$ cat src/logic/uart_ier_defs.svh
// register addresses, field positions, reset values and trigger levels
`ifndef UART_IER_DEFS_SVH
`define UART_IER_DEFS_SVH
// register addresses on the three address pins
`define ADDR_IER        3'h1
`define ADDR_ISR_FCR    3'h2
`define ADDR_LSR        3'h5
// interrupt enable fields
`define IER_RX_READY    0
`define IER_TX_EMPTY    1
`define IER_LINE_STAT   2
`define IER_MODEM       3
`define IER_SLEEP       4
`define IER_LOW_POWER   5
`define IER_WR_MASK     8'h3f
`define IER_RESET       6'h00
// fifo control fields
`define FCR_FIFO_EN     0
`define FCR_RX_RESET    1
`define FCR_TX_RESET    2
`define FCR_DMA_MODE    3
`define FCR_FIFO64      5
`define FCR_TRIG_LSB    6
`define FCR_TRIG_MSB    7
`define FCR_RESET       8'h00
// identification codes, bit 0 is the low-active pending flag
`define ISR_NONE        3'h0
`define ISR_LINE_STAT   3'h3
`define ISR_RX_READY    3'h2
`define ISR_TX_EMPTY    3'h1
`define ISR_MODEM       3'h0
// receive trigger levels, 16-byte and 64-byte modes
`define TRIG16_0        7'h01
`define TRIG16_1        7'h04
`define TRIG16_2        7'h08
`define TRIG16_3        7'h0e
`define TRIG64_0        7'h01
`define TRIG64_1        7'h10
`define TRIG64_2        7'h20
`define TRIG64_3        7'h38
// pin sampler width and reset level (idle high)
`define PIN_W           14
`define PIN_IDLE        14'h3fff
`define COUNT_W         7
`endif

$ cat src/logic/uart_ier_pkg.sv
// types shared by the interrupt enable and status logic
package uart_ier_pkg;
  // host bus access phases
  typedef enum logic [1:0] {
    bus_idle,
    bus_read,
    bus_write
  } bus_state_t;
endpackage : uart_ier_pkg

$ cat src/logic/rx_trigger_if.sv
// carrier between the register logic and the trigger comparator
`timescale 1ns/1ns
`default_nettype none
interface rx_trigger_if;
  logic [1:0] sel;      // trigger field of fifo control
  logic       fifo64;   // 64-byte fifo mode
  logic [6:0] count;    // receive fifo occupancy
  logic       reached;  // occupancy at or above trigger
  modport ctl  (output sel, output fifo64, output count, input reached);
  modport unit (input sel, input fifo64, input count, output reached);
endinterface : rx_trigger_if
`default_nettype wire

$ cat src/logic/uart_ier_status.sv
// interrupt enable, identification and line status registers of the uart
// Summary of operation
// - interrupt enable bit 5 switches low power mode on when 1
// - interrupt enable bit 4 allows sleep mode when 1
// - interrupt enable bit 3 gates the modem status interrupt
// - bit 2 gates line status interrupt, raised when a character lands
// - bit 1 gates transmitter empty interrupt, following holding empty
// - bit 0 gates receiver ready: trigger level in fifo mode, else data ready
// - all enables and power modes are zero after reset
// - fifo mode with bit 0 set: data interrupt at trigger, cleared below
// - identification shows trigger condition, clears with the interrupt
// - data ready set when a character enters, clear when fifo empty
// - line status bits 4 to 1 report receive error kinds
// - line status bit 5 is set while transmit fifo is empty
// - bit 6 set only when transmit fifo and shifter are empty
// - bit 7 set in fifo mode when any held character carries a data error
// - enabled sources are combined onto the single interrupt pin
// - fifo mode only while fifo enable is 1, else single byte
// - two-bit trigger field of fifo control selects receive level
`timescale 1ns/1ns
`default_nettype none
`include "uart_ier_defs.svh"
module uart_ier_status (
  // clock and reset
  input  wire logic       clk,
  input  wire logic       rst_n,
  // host bus pins
  input  wire logic       cs_n,
  input  wire logic       rd_n,
  input  wire logic       wr_n,
  input  wire logic [2:0] addr,
  input  wire logic [7:0] d_in,
  output logic      [7:0] d_out,
  output logic            d_oe,
  // uart core status, same clock
  input  wire logic       divisor_access,
  input  wire logic [6:0] rx_count,
  input  wire logic       rx_push,
  input  wire logic [3:0] rx_err_kind,
  input  wire logic       rx_fifo_err,
  input  wire logic       tx_fifo_empty,
  input  wire logic       tx_shift_empty,
  input  wire logic       modem_change,
  // controls to the uart core
  output logic            fifo_en,
  output logic            fifo64_en,
  output logic            dma_mode,
  output logic            rx_fifo_reset,
  output logic            tx_fifo_reset,
  output logic            sleep_en,
  output logic            low_power_en,
  // interrupt pin
  output logic            int_out
);
  logic [`PIN_W-1:0] pin_raw;
  logic [`PIN_W-1:0] s1_q;
  logic [`PIN_W-1:0] s2_q;
  logic [`PIN_W-1:0] s3_q;
  logic [`PIN_W-1:0] pin_q;
  logic [5:0]        ier_q;
  logic [7:0]        fcr_q;
  logic              ls_pend_q;
  logic              rx_reset_q;
  logic              tx_reset_q;
  logic [7:0]        d_out_q;
  logic              d_oe_q;
  uart_ier_pkg::bus_state_t bus_q;
  uart_ier_pkg::bus_state_t bus_d;
  rx_trigger_if      trig ();
  // idle level of the sampled pins, one bit per pin position
  localparam logic [`PIN_W-1:0] pin_idle = `PIN_IDLE;

  // three-stage pin sampler, a change counts once stages two and three agree
  assign pin_raw = {cs_n, rd_n, wr_n, addr, d_in};
  genvar gi;
  generate
    for (gi = 0; gi < `PIN_W; gi = gi + 1) begin : g_pin
      always_ff @(posedge clk or negedge rst_n) begin
        if (!rst_n) begin
          s1_q[gi]  <= pin_idle[gi];
          s2_q[gi]  <= pin_idle[gi];
          s3_q[gi]  <= pin_idle[gi];
          pin_q[gi] <= pin_idle[gi];
        end else begin
          s1_q[gi] <= pin_raw[gi];
          s2_q[gi] <= s1_q[gi];
          s3_q[gi] <= s2_q[gi];
          if (s2_q[gi] == s3_q[gi]) begin
            pin_q[gi] <= s3_q[gi];
          end
        end
      end
    end
  endgenerate

  // filtered pin fields
  wire       sel_cs   = ~pin_q[13];
  wire       act_rd   = ~pin_q[12];
  wire       act_wr   = ~pin_q[11];
  wire [2:0] pin_addr = pin_q[10:8];
  wire [7:0] pin_data = pin_q[7:0];

  // address decode, interrupt enable only while divisor access is off
  wire hit_ier = (pin_addr == `ADDR_IER) && !divisor_access;
  wire hit_ifc = (pin_addr == `ADDR_ISR_FCR);
  wire hit_lsr = (pin_addr == `ADDR_LSR);

  // bus phase: a write is taken when the strobe is released
  wire rd_start = sel_cs && act_rd && !act_wr;
  wire wr_start = sel_cs && act_wr && !act_rd;
  wire wr_done  = (bus_q == uart_ier_pkg::bus_write) && !act_wr;
  wire rd_done  = (bus_q == uart_ier_pkg::bus_read) && !act_rd;
  wire wr_ier   = wr_done && hit_ier;
  wire wr_fcr   = wr_done && hit_ifc;
  wire rd_lsr   = rd_done && hit_lsr;

  // bus phase sequencing
  always_comb begin
    bus_d = bus_q;
    case (bus_q)
      uart_ier_pkg::bus_idle: begin
        if (rd_start) begin
          bus_d = uart_ier_pkg::bus_read;
        end else if (wr_start) begin
          bus_d = uart_ier_pkg::bus_write;
        end
      end
      uart_ier_pkg::bus_read: begin
        if (!act_rd) begin
          bus_d = uart_ier_pkg::bus_idle;
        end
      end
      uart_ier_pkg::bus_write: begin
        if (!act_wr) begin
          bus_d = uart_ier_pkg::bus_idle;
        end
      end
      default: begin
        bus_d = uart_ier_pkg::bus_idle;
      end
    endcase
  end

  // bus phase register
  always_ff @(posedge clk or negedge rst_n) begin
    if (!rst_n) begin
      bus_q <= uart_ier_pkg::bus_idle;
    end else begin
      bus_q <= bus_d;
    end
  end

  // interrupt enable register, top two bits not stored
  always_ff @(posedge clk or negedge rst_n) begin
    if (!rst_n) begin
      ier_q <= `IER_RESET;
    end else if (wr_ier) begin
      ier_q <= pin_data[5:0];
    end
  end

  // fifo control register; reset bits act as one-cycle pulses
  always_ff @(posedge clk or negedge rst_n) begin
    if (!rst_n) begin
      fcr_q      <= `FCR_RESET;
      rx_reset_q <= 1'b0;
      tx_reset_q <= 1'b0;
    end else begin
      rx_reset_q <= wr_fcr && pin_data[`FCR_RX_RESET];
      tx_reset_q <= wr_fcr && pin_data[`FCR_TX_RESET];
      if (wr_fcr) begin
        fcr_q <= pin_data;
      end
    end
  end

  // fifo mode and trigger selection
  wire fifo_mode = fcr_q[`FCR_FIFO_EN];
  assign trig.sel    = fcr_q[`FCR_TRIG_MSB:`FCR_TRIG_LSB];
  assign trig.fifo64 = fcr_q[`FCR_FIFO64];
  assign trig.count  = rx_count;

  rx_trigger_unit u_trig (
    .trig (trig)
  );

  // line status bits
  wire data_ready = (rx_count != 7'h00);
  wire tx_hold_mt = tx_fifo_empty;
  wire tx_all_mt  = tx_fifo_empty && tx_shift_empty;
  wire fifo_err   = fifo_mode && rx_fifo_err;
  wire [7:0] lsr_val = {fifo_err, tx_all_mt, tx_hold_mt,
                        rx_err_kind, data_ready};

  // line status event: set on character arrival, cleared by status read
  always_ff @(posedge clk or negedge rst_n) begin
    if (!rst_n) begin
      ls_pend_q <= 1'b0;
    end else if (rx_push) begin
      ls_pend_q <= 1'b1;
    end else if (rd_lsr) begin
      ls_pend_q <= 1'b0;
    end
  end

  // source conditions, level at trigger in fifo mode
  wire rx_cond  = fifo_mode ? trig.reached : data_ready;
  wire src_ls   = ier_q[`IER_LINE_STAT] && ls_pend_q;
  wire src_rx   = ier_q[`IER_RX_READY] && rx_cond;
  wire src_tx   = ier_q[`IER_TX_EMPTY] && tx_hold_mt;
  wire src_md   = ier_q[`IER_MODEM] && modem_change;
  wire any_src  = src_ls || src_rx || src_tx || src_md;

  // identification by priority, trigger condition shown
  wire [2:0] id_code = src_ls ? `ISR_LINE_STAT :
                       src_rx ? `ISR_RX_READY :
                       src_tx ? `ISR_TX_EMPTY :
                       src_md ? `ISR_MODEM : `ISR_NONE;
  wire [7:0] isr_val = {fifo_mode, fifo_mode, trig.fifo64 && fifo_mode,
                        1'b0, id_code, !any_src};

  // read data mux
  wire [7:0] rd_val = hit_ier ? {2'b00, ier_q} :
                      hit_ifc ? isr_val :
                      hit_lsr ? lsr_val : 8'h00;

  // read data and drive enable registers
  always_ff @(posedge clk or negedge rst_n) begin
    if (!rst_n) begin
      d_out_q <= 8'h00;
      d_oe_q  <= 1'b0;
    end else begin
      d_oe_q <= (bus_q == uart_ier_pkg::bus_read) && act_rd && sel_cs;
      if (rd_start && bus_q == uart_ier_pkg::bus_idle) begin
        d_out_q <= rd_val;
      end
    end
  end

  // outputs
  assign d_out         = d_out_q;
  assign d_oe          = d_oe_q;
  assign fifo_en       = fifo_mode;
  assign fifo64_en     = fcr_q[`FCR_FIFO64];
  assign dma_mode      = fcr_q[`FCR_DMA_MODE];
  assign rx_fifo_reset = rx_reset_q;
  assign tx_fifo_reset = tx_reset_q;
  assign low_power_en  = ier_q[`IER_LOW_POWER];
  assign sleep_en      = ier_q[`IER_SLEEP];
  assign int_out       = any_src;
endmodule : uart_ier_status
`default_nettype wire

$ cat src/logic/rx_trigger_unit.sv
// receive trigger level selection and occupancy compare
`timescale 1ns/1ns
`default_nettype none
`include "uart_ier_defs.svh"
module rx_trigger_unit (
  // link to register logic
  rx_trigger_if.unit trig
);
  wire [`COUNT_W-1:0] lvl16;
  wire [`COUNT_W-1:0] lvl64;
  wire [`COUNT_W-1:0] level;

  // level decode from the two-bit field
  assign lvl16 = (trig.sel == 2'h0) ? `TRIG16_0 :
                 (trig.sel == 2'h1) ? `TRIG16_1 :
                 (trig.sel == 2'h2) ? `TRIG16_2 : `TRIG16_3;
  assign lvl64 = (trig.sel == 2'h0) ? `TRIG64_0 :
                 (trig.sel == 2'h1) ? `TRIG64_1 :
                 (trig.sel == 2'h2) ? `TRIG64_2 : `TRIG64_3;
  assign level = trig.fifo64 ? lvl64 : lvl16;

  // set at the level, drops as soon as occupancy falls below
  assign trig.reached = (trig.count >= level);
endmodule : rx_trigger_unit
`default_nettype wire

$ cat config.mk
export PLATFORM = sky130hd
export DESIGN_NAME = uart_ier_status
export DESIGN_NICKNAME = d
export VERILOG_FILES = /design/src/logic/uart_ier_pkg.sv /design/src/logic/rx_trigger_if.sv /design/src/logic/uart_ier_status.sv /design/src/logic/rx_trigger_unit.sv
export VERILOG_INCLUDE_DIRS = /design/src /design/src/logic
export SDC_FILE = /design/constraint.sdc
export NUM_CORES = 1
export LEC_CHECK = 0
export BUFFER_PORTS_ARGS = -buffer_cell sky130_fd_sc_hd__buf_2
export CORE_MARGIN = 8
export CORE_UTILIZATION = 49
export CTS_BUF_LIST = sky130_fd_sc_hd__clkbuf_8 sky130_fd_sc_hd__clkbuf_16
export DETAILED_ROUTE_END_ITERATION = 8
export GPL_TIMING_DRIVEN = 0
export PLACE_DENSITY_LB_ADDON = 0.1
export SLEW_MARGIN = 20
export SYNTH_ARGS = -nofsm -noshare
export SYNTH_HDL_FRONTEND = slang
export SYNTH_SLANG_ARGS = --single-unit
$ cat constraint.sdc
create_clock -name clk -period 1.8 [get_ports clk]
set_input_delay 0.36 -clock clk [delete_from_list [all_inputs] [get_ports clk]]
set_output_delay 0.36 -clock clk [all_outputs]
set_load 0.1 [all_outputs]
# [Yosys cells after proc, flatten, opt, wreduce, memory -nomap -nowiden]
# Index checks and enable logic that the tools add are counted.
[classes] magnitude_cmp=1 n_eq_ne=24 muxes=21 bitwise_logic=3 reduce_logical=32
[ops] operator="$mux W7" count=5
[ops] operator="$mux W8" count=3
[ops] operator="$logic_and A1 B1 Y1" count=22
[ops] operator="$eq A1 B1 Y1" count=14
[ops] operator="$mux W2" count=6
[ops] operator="$ge A7 B7 Y1" count=1
[ops] operator="$reduce_bool A7 Y1" count=1
[ops] operator="$pmux W2 S3" count=1
[ops] operator="$mux W5" count=1
[ops] operator="$eq A2 B1 Y1 const B" count=2
[ops] operator="$eq A2 B2 Y1 const B" count=2
[ops] operator="$logic_not A2 Y1" count=2
[ops] operator="$mux W1" count=4
[ops] operator="$ne A2 B2 Y1 const B" count=2
[ops] operator="$eq A3 B1 Y1 const B" count=1
[ops] operator="$eq A3 B2 Y1 const B" count=1
[ops] operator="$eq A3 B3 Y1 const B" count=1
[ops] operator="$logic_or A1 B1 Y1" count=3
[ops] operator="$mux W3" count=1
[ops] operator="$ne A3 B3 Y1 const B" count=1
[ops] operator="$not A1 Y1" count=3
[ops] operator="$reduce_and A3 Y1" count=1
[ops] operator="$logic_not A1 Y1" count=2
[ops] operator="$reduce_bool A2 Y1" count=1
[totals] reg_bits=84 inputBits=33 output_inout_bits=17 word_cells=145

# [Longest topological paths before layout]
# Gate-level depths: netlist (run 1).
[logic_depth] depth_word=14 mapped_depth=7 depth_no_buf=7

# [Cells and area by module]
# From an unflattened synthesis (run 1), not the netlist that was laid out.
[unflattened] cells_unflattened=193 area_unflattened_um2=2957.8
[modules_own_cells] module="uart_ier_status" instances=1 cells_each=172 area_per_inst_um2=2800.2 seq_area_each_um2=2097.0
[modules_own_cells] module="rx_trigger_unit" instances=1 cells_each=21 area_per_inst_um2=157.7 seq_area_each_um2=0.0

# [Worst setup path before layout (run 1)]
# No wires, ideal clock.
[synth_path] path_kind="reg-to-output" start="reg fcr_q[5]" end="out int_out" arrival_ns=2.736 required_time_ns=1.440 slack_ns=-1.296 stages_incl_launch_ff=7 path_buffers=0 cell_sequence="dfrtp_1 nand2_1 ha_1 a2111oi_0 o31ai_1 o2111ai_1 nand2_1"
[synth_via] elab_chain_len=7
[synth_lines] item="start, declared" line="uart_ier_status.sv:61" text="logic [7:0] fcr_q;"
[synth_lines] item="start signal, assigned" line="uart_ier_status.sv:165" text="fcr_q <= `FCR_RESET;"
[synth_lines] item="start signal, assigned" line="uart_ier_status.sv:172" text="fcr_q <= pin_data;"
[synth_lines] item="$mux W7" line="rx_trigger_unit.sv:20" text="assign level = trig.fifo64 ? lvl64 : lvl16;"
[synth_lines] item="$ge A7 B7 Y1" line="rx_trigger_unit.sv:23" text="assign trig.reached = (trig.count >= level);"
[synth_lines] item="$mux W1" line="uart_ier_status.sv:207" text="wire rx_cond = fifo_mode ? trig.reached : data_ready;"
[synth_lines] item="$logic_and A1 B1 Y1" line="uart_ier_status.sv:209" text="wire src_rx = ier_q[`IER_RX_READY] && rx_cond;"
[synth_lines] item="$logic_or A1 B1 Y1 (3 in series)" line="uart_ier_status.sv:212" text="wire any_src = src_ls || src_rx || src_tx || src_md;"
[synth_lines] item="end, declared" line="uart_ier_status.sv:53" text="output logic int_out"
# Every way passes these cells.

# [Final worst setup path (run 1)]
# Ends and elaborated chain as after synthesis.

==> impl_metrics.py, run 1 <==
metrics = {
    "floorplan": {
        "initial_core_util_pct": 50.3,
        "dieArea_um2": 8740,
        "die_x_um": 93.5,
        "top_level_ports": 50,
        "rows": 28,
        "dieHeight_um": 93.5,
        "core_area_um2": 5850,
    },
    "worst_setup_path": {
        "critical_path_class": "reg -> out",
        "critPathMaxFanout": 3,
        "cp_cell_sequence": "buf_6 > nand2_4 > ha_4 > a2111oi_4 > nand3b_1 > o2111ai_2 > nand2_4 > buf_12",
        "crit_arrival_ps": 2130,
        "crit_top_cell": "nand2_4",
        "required_ps": 1440,
        "end_kind": "output port",
        "start_kind": "register",
        "cp_num_buf_inv": 2,
        "cpPeakStageDelay_ps": 490,
        "ff2ff_setup_slack_ps": -140,
        "path_delay_family": "flip-flops",
        "critPathSlowestCell": "dfrtp_4",
    },
    "synthesis": {
        "netlist_area_um2": 2940,
        "synth-async-reset-ratio_pct": 100,
        "ys_seq_area_share_pct": 71.3,
        "ys_seq_elements": 81,
        "synth.avg_cell_area_um2": 15.2,
        "yosysUniqueCellTypes": 45,
        "ys.flop_type": "dfstp_2",
        "synth_cells": 193,
        "synth_nets": 232,
        "yosys_warnings": 0,
        "synth_edf_count": 0,
    },
    "placed_design": {
        "hpwl_um": 3860,
        "gp_congestion": 0.813,
        "place_area_um2": 3360,
        "numPortBuffers": 49,
        "place_inst": 318,
    },
    "cells_and_area": {
        "final_cell_area_um2": 3830,
        "final_net_count": 302,
        "layout.cells.non_filler": 343,
        "insertedDiodeCount": 0,
        "layout-drive-gt1-share_pct": 62.3,
        "syn_to_final_growth_pct": 30.2,
    },
    "grt": {
        "grt-ovfl-total": 0,
        "antenna_found_initial": 0,
        "grtUsageTotal_pct": 14.3,
        "grt_pass1_vias": 1899,
        "grt_max_degree": 61,
        "grt_pass1_wl_um": 9420,
    },
    "drt": {
        "ant_nets": 0,
        "drt_wl_total_um": 5760,
        "vias": 1767,
        "wire_per_inst_um": 16.8,
        "drt-vias-per-instance": 5.15,
        "drt_first_iter_violations": 101,
        "drc": 0,
        "dr.pass1.iters": 4,
    },
    "clocking": {
        "root_buffer": "clkbuf_8",
        "clk_path_buf_depth": 2,
        "htree_levels": 3,
        "clock_latency_ps": 350,
        "clkTransAtPathRegs_ps": 80,
        "cts_sinks": 81,
        "cts_buffers": 9,
        "cts_tree": "yes",
    },
    "flow_run": {
        "maxCapViolCount": 0,
    },
    "sta": {
        "clock_skew_ps": 9.33,
        "grt_setup_unrepaired": "yes",
        "period_share_pct": 139,
        "finalSetupViolCount": 4,
        "clock.fmax_ghz": 0.401,
        "hold_viol": 0,
        "fin_crit_ps": 2490,
        "worstMarginPinSlew_ps": 833,
        "whs_ps": 101,
        "maxSlewViolCount": 0,
        "setup_ws_ps": -695,
        "slew_headroom_pct": 44.0,
    },
    "status": {
        "status": "finished, violations left",
        "failed_checks": "setup timing",
    },
    "power_and_ir_drop": {
        "power_density_nw_per_um2": 1430,
        "p_leak_nw": 1.64,
        "vdd_drop_max_mv": 1.33,
        "power_w": 0.00549,
    },
    "min_path": {
        "min_path_type": "in -> reg",
    },
}
## worst reg2reg max path, cell delays in order (launching register included)
cell and delay [ps]:
dfrtp_4 490, inv_2 90, nand3_2 90, ha_4 290, a2111oi_4 60, o31ai_2 210
o2111ai_2 180, buf_4 200, a31o_2 230
## cells by family (layout without fill, tap and decap cells)
| family | count (synthesis) | count (layout) | share of synthesized area (%) |
|---|---|---|---|
| compound gates | 32 | 32 | 7.61 |
| fa+ha+maj | 20 | 20 | 7.31 |
| buf+inv | 8 | 83 | 1.11 |
| flops | 81 | 81 | 71.3 |
| mux | 9 | 9 | 3.44 |
| simple gates | 43 | 43 | 9.27 |
## power breakdown
part	total, W	switching (W)	leakage [nW]	internal [W]
clock	0.00152	0.000623	0.128	0.000898
combinational	0.00168	0.00121	0.599	0.000466
sequential	0.00229	0.000178	0.910	0.00211
total	0.00549	0.00201	1.64	0.00347
## cell usage after synthesis, types with 2 or more instances
master | instances | area share (%)
o21ai_0 | 8 | 1.4
nand2_1 | 12 | 1.5
mux2_2 | 9 | 3.4
nor3_1 | 3 | 0.51
nand3_1 | 2 | 0.34
and2_1 | 2 | 0.43
a221oi_1 | 2 | 0.60
maj3_1 | 14 | 4.8
ha_1 | 6 | 2.6
inv_1 | 5 | 0.64
dfstp_2 | 56 | 50
buf_2 | 2 | 0.34
a21oi_1 | 7 | 1.2
a31oi_1 | 2 | 0.43
nor2_1 | 8 | 1.0
dfrtp_1 | 25 | 21
a2111oi_0 | 2 | 0.60
## sequential cells by signal (all words and copies together) (netlist names)
register	cells
pin_addr	3
rx_fifo_reset	1
pin_data	8
fcr_q	5
s3_q	14
d_out	8
tx_fifo_reset	1
pin_q	3
s1_q	14
bus_q	2
s2_q	14
d_oe	1
ier_q	6
ls_pend_q	1
## per-layer routing
metal  vias up  track usage [%]  wire length [µm]
met5         -                0                 0
met4         0             7.38               114
met3        11             5.53               412
met2        52             21.3              2710
met1       865             17.6              2530
li1        839                -                 -
## metrics by stage
| step | setup slack [ps] | util (%) | TNS [ps] |
|---|---|---|---|
| 2_1_floorplan | -441 | - | -862 |
| 3_3_place_gp | -632 | 56.9 | -5760 |
| 3_5_place_dp | -617 | 57.4 | -2180 |
| 4_1_cts | -709 | 65.0 | -1130 |
| 5_1_grt | -783 | 65.5 | -1360 |
| 6_report | -695 | 65.5 | -1070 |
## cells in the final DEF (no fill, tap or decap), types with 2 or more instances in the layout
cell type  instances
buf_12             3
nor3_1             3
inv_1              6
a2111oi_4          2
dfrtp_2            2
buf_2             48
bufinv_16          2
maj3_1            14
clkbuf_8          10
nand2_1           10
ha_2               2
mux2_2             3
o21ai_0            7
dfrtp_1           22
ha_4               2
ha_1               2
dfstp_2           56
nor2_1             8
and2_1             2
mux2_4             6
a221oi_1           2
buf_4              7
a21oi_1            6
nand2_4            2
## worst paths after layout
check | from | endpoint | cells after the start
worst max-delay path | fcr_q[5] | int_out | 8
worst min-delay path | d_in[7] | s1_q[7] | 1
worst max register to register | fcr_q[5] | d_out[1] | 8
worst min register to register | s1_q[10] | s2_q[10] | 0
max in group asynchronous | rst_n | pin_data[1] | 3
min in group asynchronous | rst_n | fcr_q[7] | 2
## what timing repair did
item | CTS | global route
hold endpoints to repair | 4 | 0
pin swaps | 10 | 7
gates resized for setup | 21 | 6
setup buffers | 9 | 0
setup endpoints to repair | 14 | 13
hold buffers | 1 | 0
## cell type report
| class | count | area, µm² |
|---|---|---|
| sequential | 81 | 2100 |
| fill | 431 | 2020 |
| multi-input combinational | 104 | 967 |
| timing repair buffer | 60 | 397 |
| clock buffer | 11 | 163 |
| tap | 75 | 93.8 |
| clock inverter | 5 | 76.3 |
| inverter | 5 | 18.8 |
| buffer | 2 | 12.5 |
(Power assumes the default switching activity.)
==> run 2, diff against run 1 <==
REMOVE_ABC_BUFFERS = 1   (was unset)
==> run 2 against run 1 <==
  * Clock skew shrank 1.9 ps
  * Die area is the same
  * First-iteration DRC count shrank 7.9%
  * Via count grew 3.7%
  * Clock power shrank 4%
  * Critical path depth is the same
  * Sequential cell count is the same
  * Worst hold slack lost 82 ps
  * The flow still finishes with violations (setup timing)
  * Final cell count grew 1.2%
  * Sequential share of layout area shrank 0.15 points
  * Largest cell class unchanged
  * Critical path type unchanged
==> impl_metrics.py, run 2 (synthesis results as in run 1) <==
metrics = {
    "floorplan": {
        "dieHeight_um": 93.5,
        "rows": 28,
        "die_x_um": 93.5,
        "top_level_ports": 50,
        "initial_core_util_pct": 50.3,
        "dieArea_um2": 8740,
        "core_area_um2": 5850,
    },
    "sta": {
        "whs_ps": 19.0,
        "slew_headroom_pct": 61.6,
        "fin_crit_ps": 2480,
        "hold_viol": 0,
        "clock_skew_ps": 7.45,
        "clock.fmax_ghz": 0.403,
        "tns_ps": -1070,
        "finalSetupViolCount": 4,
        "period_share_pct": 138,
        "maxSlewViolCount": 0,
        "setup_ws_ps": -684,
        "worstMarginPinSlew_ps": 576,
        "grt_setup_unrepaired": "yes",
    },
    "clocking": {
        "cts_sinks": 81,
        "cts_buffers": 9,
        "htree_levels": 3,
        "hold_buffers": 0,
        "clk_path_buf_depth": 2,
        "cts_tree": "yes",
        "clkTransAtPathRegs_ps": 80,
        "root_buffer": "clkbuf_8",
        "clock_latency_ps": 340,
    },
    "worst_setup_path": {
        "reg2reg_to": "d_out[0]",
        "start_kind": "register",
        "timing.rr.start": "fcr_q[5]",
        "ff2ff_setup_slack_ps": -190,
        "crit_arrival_ps": 2120,
        "critPathMaxFanout": 4,
        "required_ps": 1440,
        "end_kind": "output port",
        "critical_path_class": "reg -> out",
        "ff2ff_path_depth": 8,
    },
    "cells_and_area": {
        "reg_top3": "s1_q x14, s2_q x14, s3_q x14",
        "final_net_count": 306,
        "final_cell_mix": "dfstp_2, buf_2, dfrtp_1",
        "insertedDiodeCount": 0,
        "fillerInstances": 405,
        "final_common_cell": "dfstp_2",
        "layout-drive-gt1-share_pct": 64.0,
        "syn_to_final_growth_pct": 30.2,
        "utilization_pct": 65.5,
    },
    "drt": {
        "top_layer": "met4",
        "drt_wl_total_um": 5860,
        "met3WireLength_um": 453,
        "drt_first_iter_violations": 93,
        "vias": 1833,
        "met1_length_um": 2580,
        "drt-vias-per-instance": 5.28,
        "met2_length_um": 2710,
        "wire_per_inst_um": 16.9,
        "dr.pass1.iters": 4,
        "drc": 0,
        "ant_nets": 0,
    },
    "power_and_ir_drop": {
        "power_density_nw_per_um2": 1420,
        "p_leak_nw": 1.64,
        "vdd_drop_max_mv": 1.12,
    },
    "grt": {
        "grt-ovfl-total": 0,
        "antenna_found_initial": 0,
        "grt_pass1_wl_um": 9410,
        "grt_max_degree": 46,
        "grtUsageTotal_pct": 13.9,
        "grt_pass1_vias": 1927,
    },
    "status": {
        "status": "finished, violations left",
        "failed_checks": "setup timing",
    },
    "flow_run": {
        "maxCapViolCount": 0,
    },
    "placed_design": {
        "gp_congestion": 0.774,
        "numPortBuffers": 49,
        "hpwl_um": 3710,
    },
    "min_path": {
        "min_path_type": "in -> async",
    },
}
run 2: cell types whose count changed in the layout (fill, tap and decap cells not counted), sizes merged:
cell / before / now
buf: 60 / 66
clkbuf: 12 / 10
clkinv: 0 / 2
inv: 8 / 6
clkinvlp: 0 / 1
dlygate4sd3: 1 / 0
run 2: stage by stage:
step                power [W]  instances  worst slack (ps)  area [µm²]
floorplan             0.00340        190             -1300        2930
global placement      0.00368        314              -759        3270
detailed placement    0.00372        315              -740        3290
CTS                   0.00543        345              -671        3760
global route          0.00569        347              -771        3830
finish                0.00546        347              -684        3830
run 2: final cells by class:
| class | count | area [µm²] | share of cell area [%] |
|---|---|---|---|
| Sequential cell | 81 | 2100 | 54.8 |
| Clock inverter | 6 | 90.1 | 2.35 |
| Inverter | 5 | 18.8 | 0.490 |
| Tap cell | 75 | 93.8 | 2.45 |
| Timing Repair Buffer | 66 | 410 | 10.7 |
| Multi-Input combinational cell | 104 | 983 | 25.7 |
| Clock buffer | 10 | 138 | 3.59 |
run 2: what timing repair did:
action,in CTS,in global routing
endpoints found under the hold margin,0,0
setup endpoints to repair,17,11
gates resized for setup,31,9
setup buffers,14,3
pin swaps,8,11
run 2: worst max-delay path by stage:
stage               startpoint      end  slack, ps  cells past startpoint
CTS                   fcr_q[6]  int_out       -670                      8
floorplan             fcr_q[5]  int_out      -1300                      6
global placement      fcr_q[6]  int_out       -760                      8
detailed placement    fcr_q[6]  int_out       -740                      8
global route          fcr_q[5]  int_out       -770                      8
finish                fcr_q[5]  int_out       -680                      8
run 2: report_power, final:
group | switching, W | total [W] | internal (W)
Combinational | 0.00122 | 0.00171 | 0.000484
Sequential | 0.000184 | 0.00229 | 0.00210
Clock | 0.000637 | 0.00146 | 0.000824
Total | 0.00205 | 0.00546 | 0.00341
run 2: routing by layer:
layer / global-route usage [%] / vias up
met5: 0 / -
met4: 7.38 / 0
met3: 4.33 / 10
met2: 20.4 / 65
met1: 17.9 / 914
li1: - / 844
run 2: worst max-delay path, cell delays in order, from the launching register on:
cell and delay, ps:
dfrtp_1 420, inv_2 140, nand3_4 110, ha_4 240
a2111oi_4 350, o31ai_2 110, o2111ai_2 130, nand2_2 100
buf_12 190
==> run 3, diff against run 2 <==
CORE_UTILIZATION = 55   (was 49)
clock period = 2.45 ns   (was 1.8 ns; I/O delays follow)
==> run 3 against run 2 <==
  * The run still ends with setup timing left
  * Clock skew decreased by 0.95 ps
  * Register-to-register slack improved by 420 ps
  * Final area decreased by 3.7%
  * Via count decreased by 2.5%
  * Combinational power decreased by 29%
  * Largest cell class unchanged
  * Highest routed layer unchanged
==> impl_metrics.py, run 3 (synthesis results as in run 1) <==
metrics = {
    "status": {
        "status": "finished, violations left",
        "failed_checks": "setup timing",
    },
    "drt": {
        "drc": 0,
        "drt_first_iter_violations": 92,
        "vias": 1788,
        "dr.pass1.iters": 5,
        "wire_per_inst_um": 17.0,
        "drt-vias-per-instance": 5.37,
        "ant_nets": 0,
        "drt_wl_total_um": 5650,
    },
    "sta": {
        "hold_viol": 0,
        "fin_crit_ps": 2610,
        "maxSlewViolCount": 0,
        "clock_skew_ps": 6.51,
        "slew_headroom_pct": 45.7,
        "finalSetupViolCount": 1,
        "worstMarginPinSlew_ps": 807,
        "setup_ws_ps": -159,
        "period_share_pct": 107,
        "clock.fmax_ghz": 0.383,
        "grt_setup_unrepaired": "yes",
    },
    "clocking": {
        "htree_levels": 3,
        "clkTransAtPathRegs_ps": 80,
        "root_buffer": "clkbuf_8",
        "clock_latency_ps": 350,
        "clk_path_buf_depth": 2,
        "cts_sinks": 81,
        "cts_buffers": 9,
        "cts_tree": "yes",
    },
    "grt": {
        "use_met2_pct": 23.8,
        "antenna_found_initial": 0,
        "grt_pass1_vias": 1919,
        "grt-ovfl-total": 0,
        "use_met3_pct": 6.34,
        "grt.met1_usage_pct": 20.3,
        "grt_pass1_wl_um": 9250,
        "grt_max_degree": 63,
        "grtUsageTotal_pct": 15.9,
        "grt_busiest_layer": "met2",
    },
    "cells_and_area": {
        "syn_to_final_growth_pct": 25.4,
        "fillerInstances": 360,
        "final_common_cell": "dfstp_2",
        "final_cell_area_um2": 3690,
        "reg_top3": "s1_q x14, s2_q x14, s3_q x14",
        "insertedDiodeCount": 0,
        "final_cell_mix": "dfstp_2, buf_2, dfrtp_1",
        "layout-drive-gt1-share_pct": 59.7,
        "final_net_count": 297,
    },
    "worst_setup_path": {
        "critPathMaxFanout": 3,
        "critical_path_class": "reg -> out",
        "end_kind": "output port",
        "start_kind": "register",
        "crit_arrival_ps": 2120,
        "required_ps": 1960,
    },
    "floorplan": {
        "dieHeight_um": 89.1,
        "dieArea_um2": 7950,
        "die_x_um": 89.1,
        "rows": 26,
        "initial_core_util_pct": 57.3,
        "top_level_ports": 50,
        "core_area_um2": 5140,
    },
    "power_and_ir_drop": {
        "power_density_nw_per_um2": 1070,
        "p_leak_nw": 1.58,
        "vdd_drop_max_mv": 0.747,
    },
    "placed_design": {
        "hpwl_um": 3590,
        "place_area_um2": 3290,
        "place_ws_ps": -281,
        "numPortBuffers": 49,
        "gp_congestion": 0.771,
    },
    "flow_run": {
        "maxCapViolCount": 0,
    },
    "min_path": {
        "min_path_type": "in -> async",
    },
}
==> run 3: cell types whose count changed in the layout (fill, tap and decap cells not counted), sizes merged <==
cell / previous run / this run
buf: 66 / 57
clkinvlp: 1 / 0
inv: 6 / 7
==> run 3: area by class of cell <==
cell class | instances | area (µm²) | share of cell area (%)
clock buffer | 10 | 138 | 3.73
clock inverter | 6 | 90.1 | 2.44
inverter | 5 | 18.8 | 0.509
multi-input combinational | 104 | 912 | 24.7
sequential | 81 | 2100 | 56.8
tap | 70 | 87.6 | 2.37
timing repair buffer | 57 | 347 | 9.39
==> run 3: report_power, final <==
group          internal, W  total (W)  switching [W]  leakage (nW)
combinational     0.000322    0.00121       0.000885         0.546
clock             0.000605    0.00108       0.000471         0.118
sequential         0.00154    0.00168       0.000131         0.915
total              0.00247    0.00396        0.00149          1.58
==> run 3: through the flow <==
step                      setup TNS (ps)  instances  util (%)  power (W)  hold slack [ps]
after global placement              -311        309      63.5    0.00271              345
after CTS                           -108        333      71.8    0.00398             14.3
after global routing                -250        333      71.8    0.00412             15.3
final                               -159        333      71.8    0.00396             16.1
after floorplan                     -776        190         -    0.00250              194
after detailed placement            -281        310      64.0    0.00274              347
==> run 3: what timing repair did <==
action,in CTS,in global routing
pin swaps,7,0
setup endpoints to repair,1,1
hold buffers,0,0
buffers inserted,7,0
gates resized for setup,21,0
==> run 3: final timing paths <==
kind                              from       end  slack [ps]  depth (start not counted)
max in group asynchronous        rst_n  s2_q[12]        1820                          2
setup / recovery              fcr_q[6]   int_out        -160                          8
setup reg to reg           pin_addr[1]  fcr_q[7]         230                          3
hold reg to reg                s1_q[5]   s2_q[5]         350                          0
hold / removal                   rst_n  d_out[3]          20                          1
min in group clk               addr[0]   s1_q[8]         230                          1
==> run 3: layer usage <==
layer | vias to the layer above | part of all wire, %
met4 | 0 | 1.7
met2 | 67 | 45
met3 | 10 | 8.0
met5 | - | 0
met1 | 881 | 45
li1 | 830 | -
==> run 3: critical path, cell delays in order, from the launching register on <==
cell,delay (ps)
dfrtp_1,420
buf_4,160
o21ai_0,190
ha_2,250
a2111oi_4,60
o31ai_2,220
o2111ai_2,170
nand2_2,130
buf_12,180
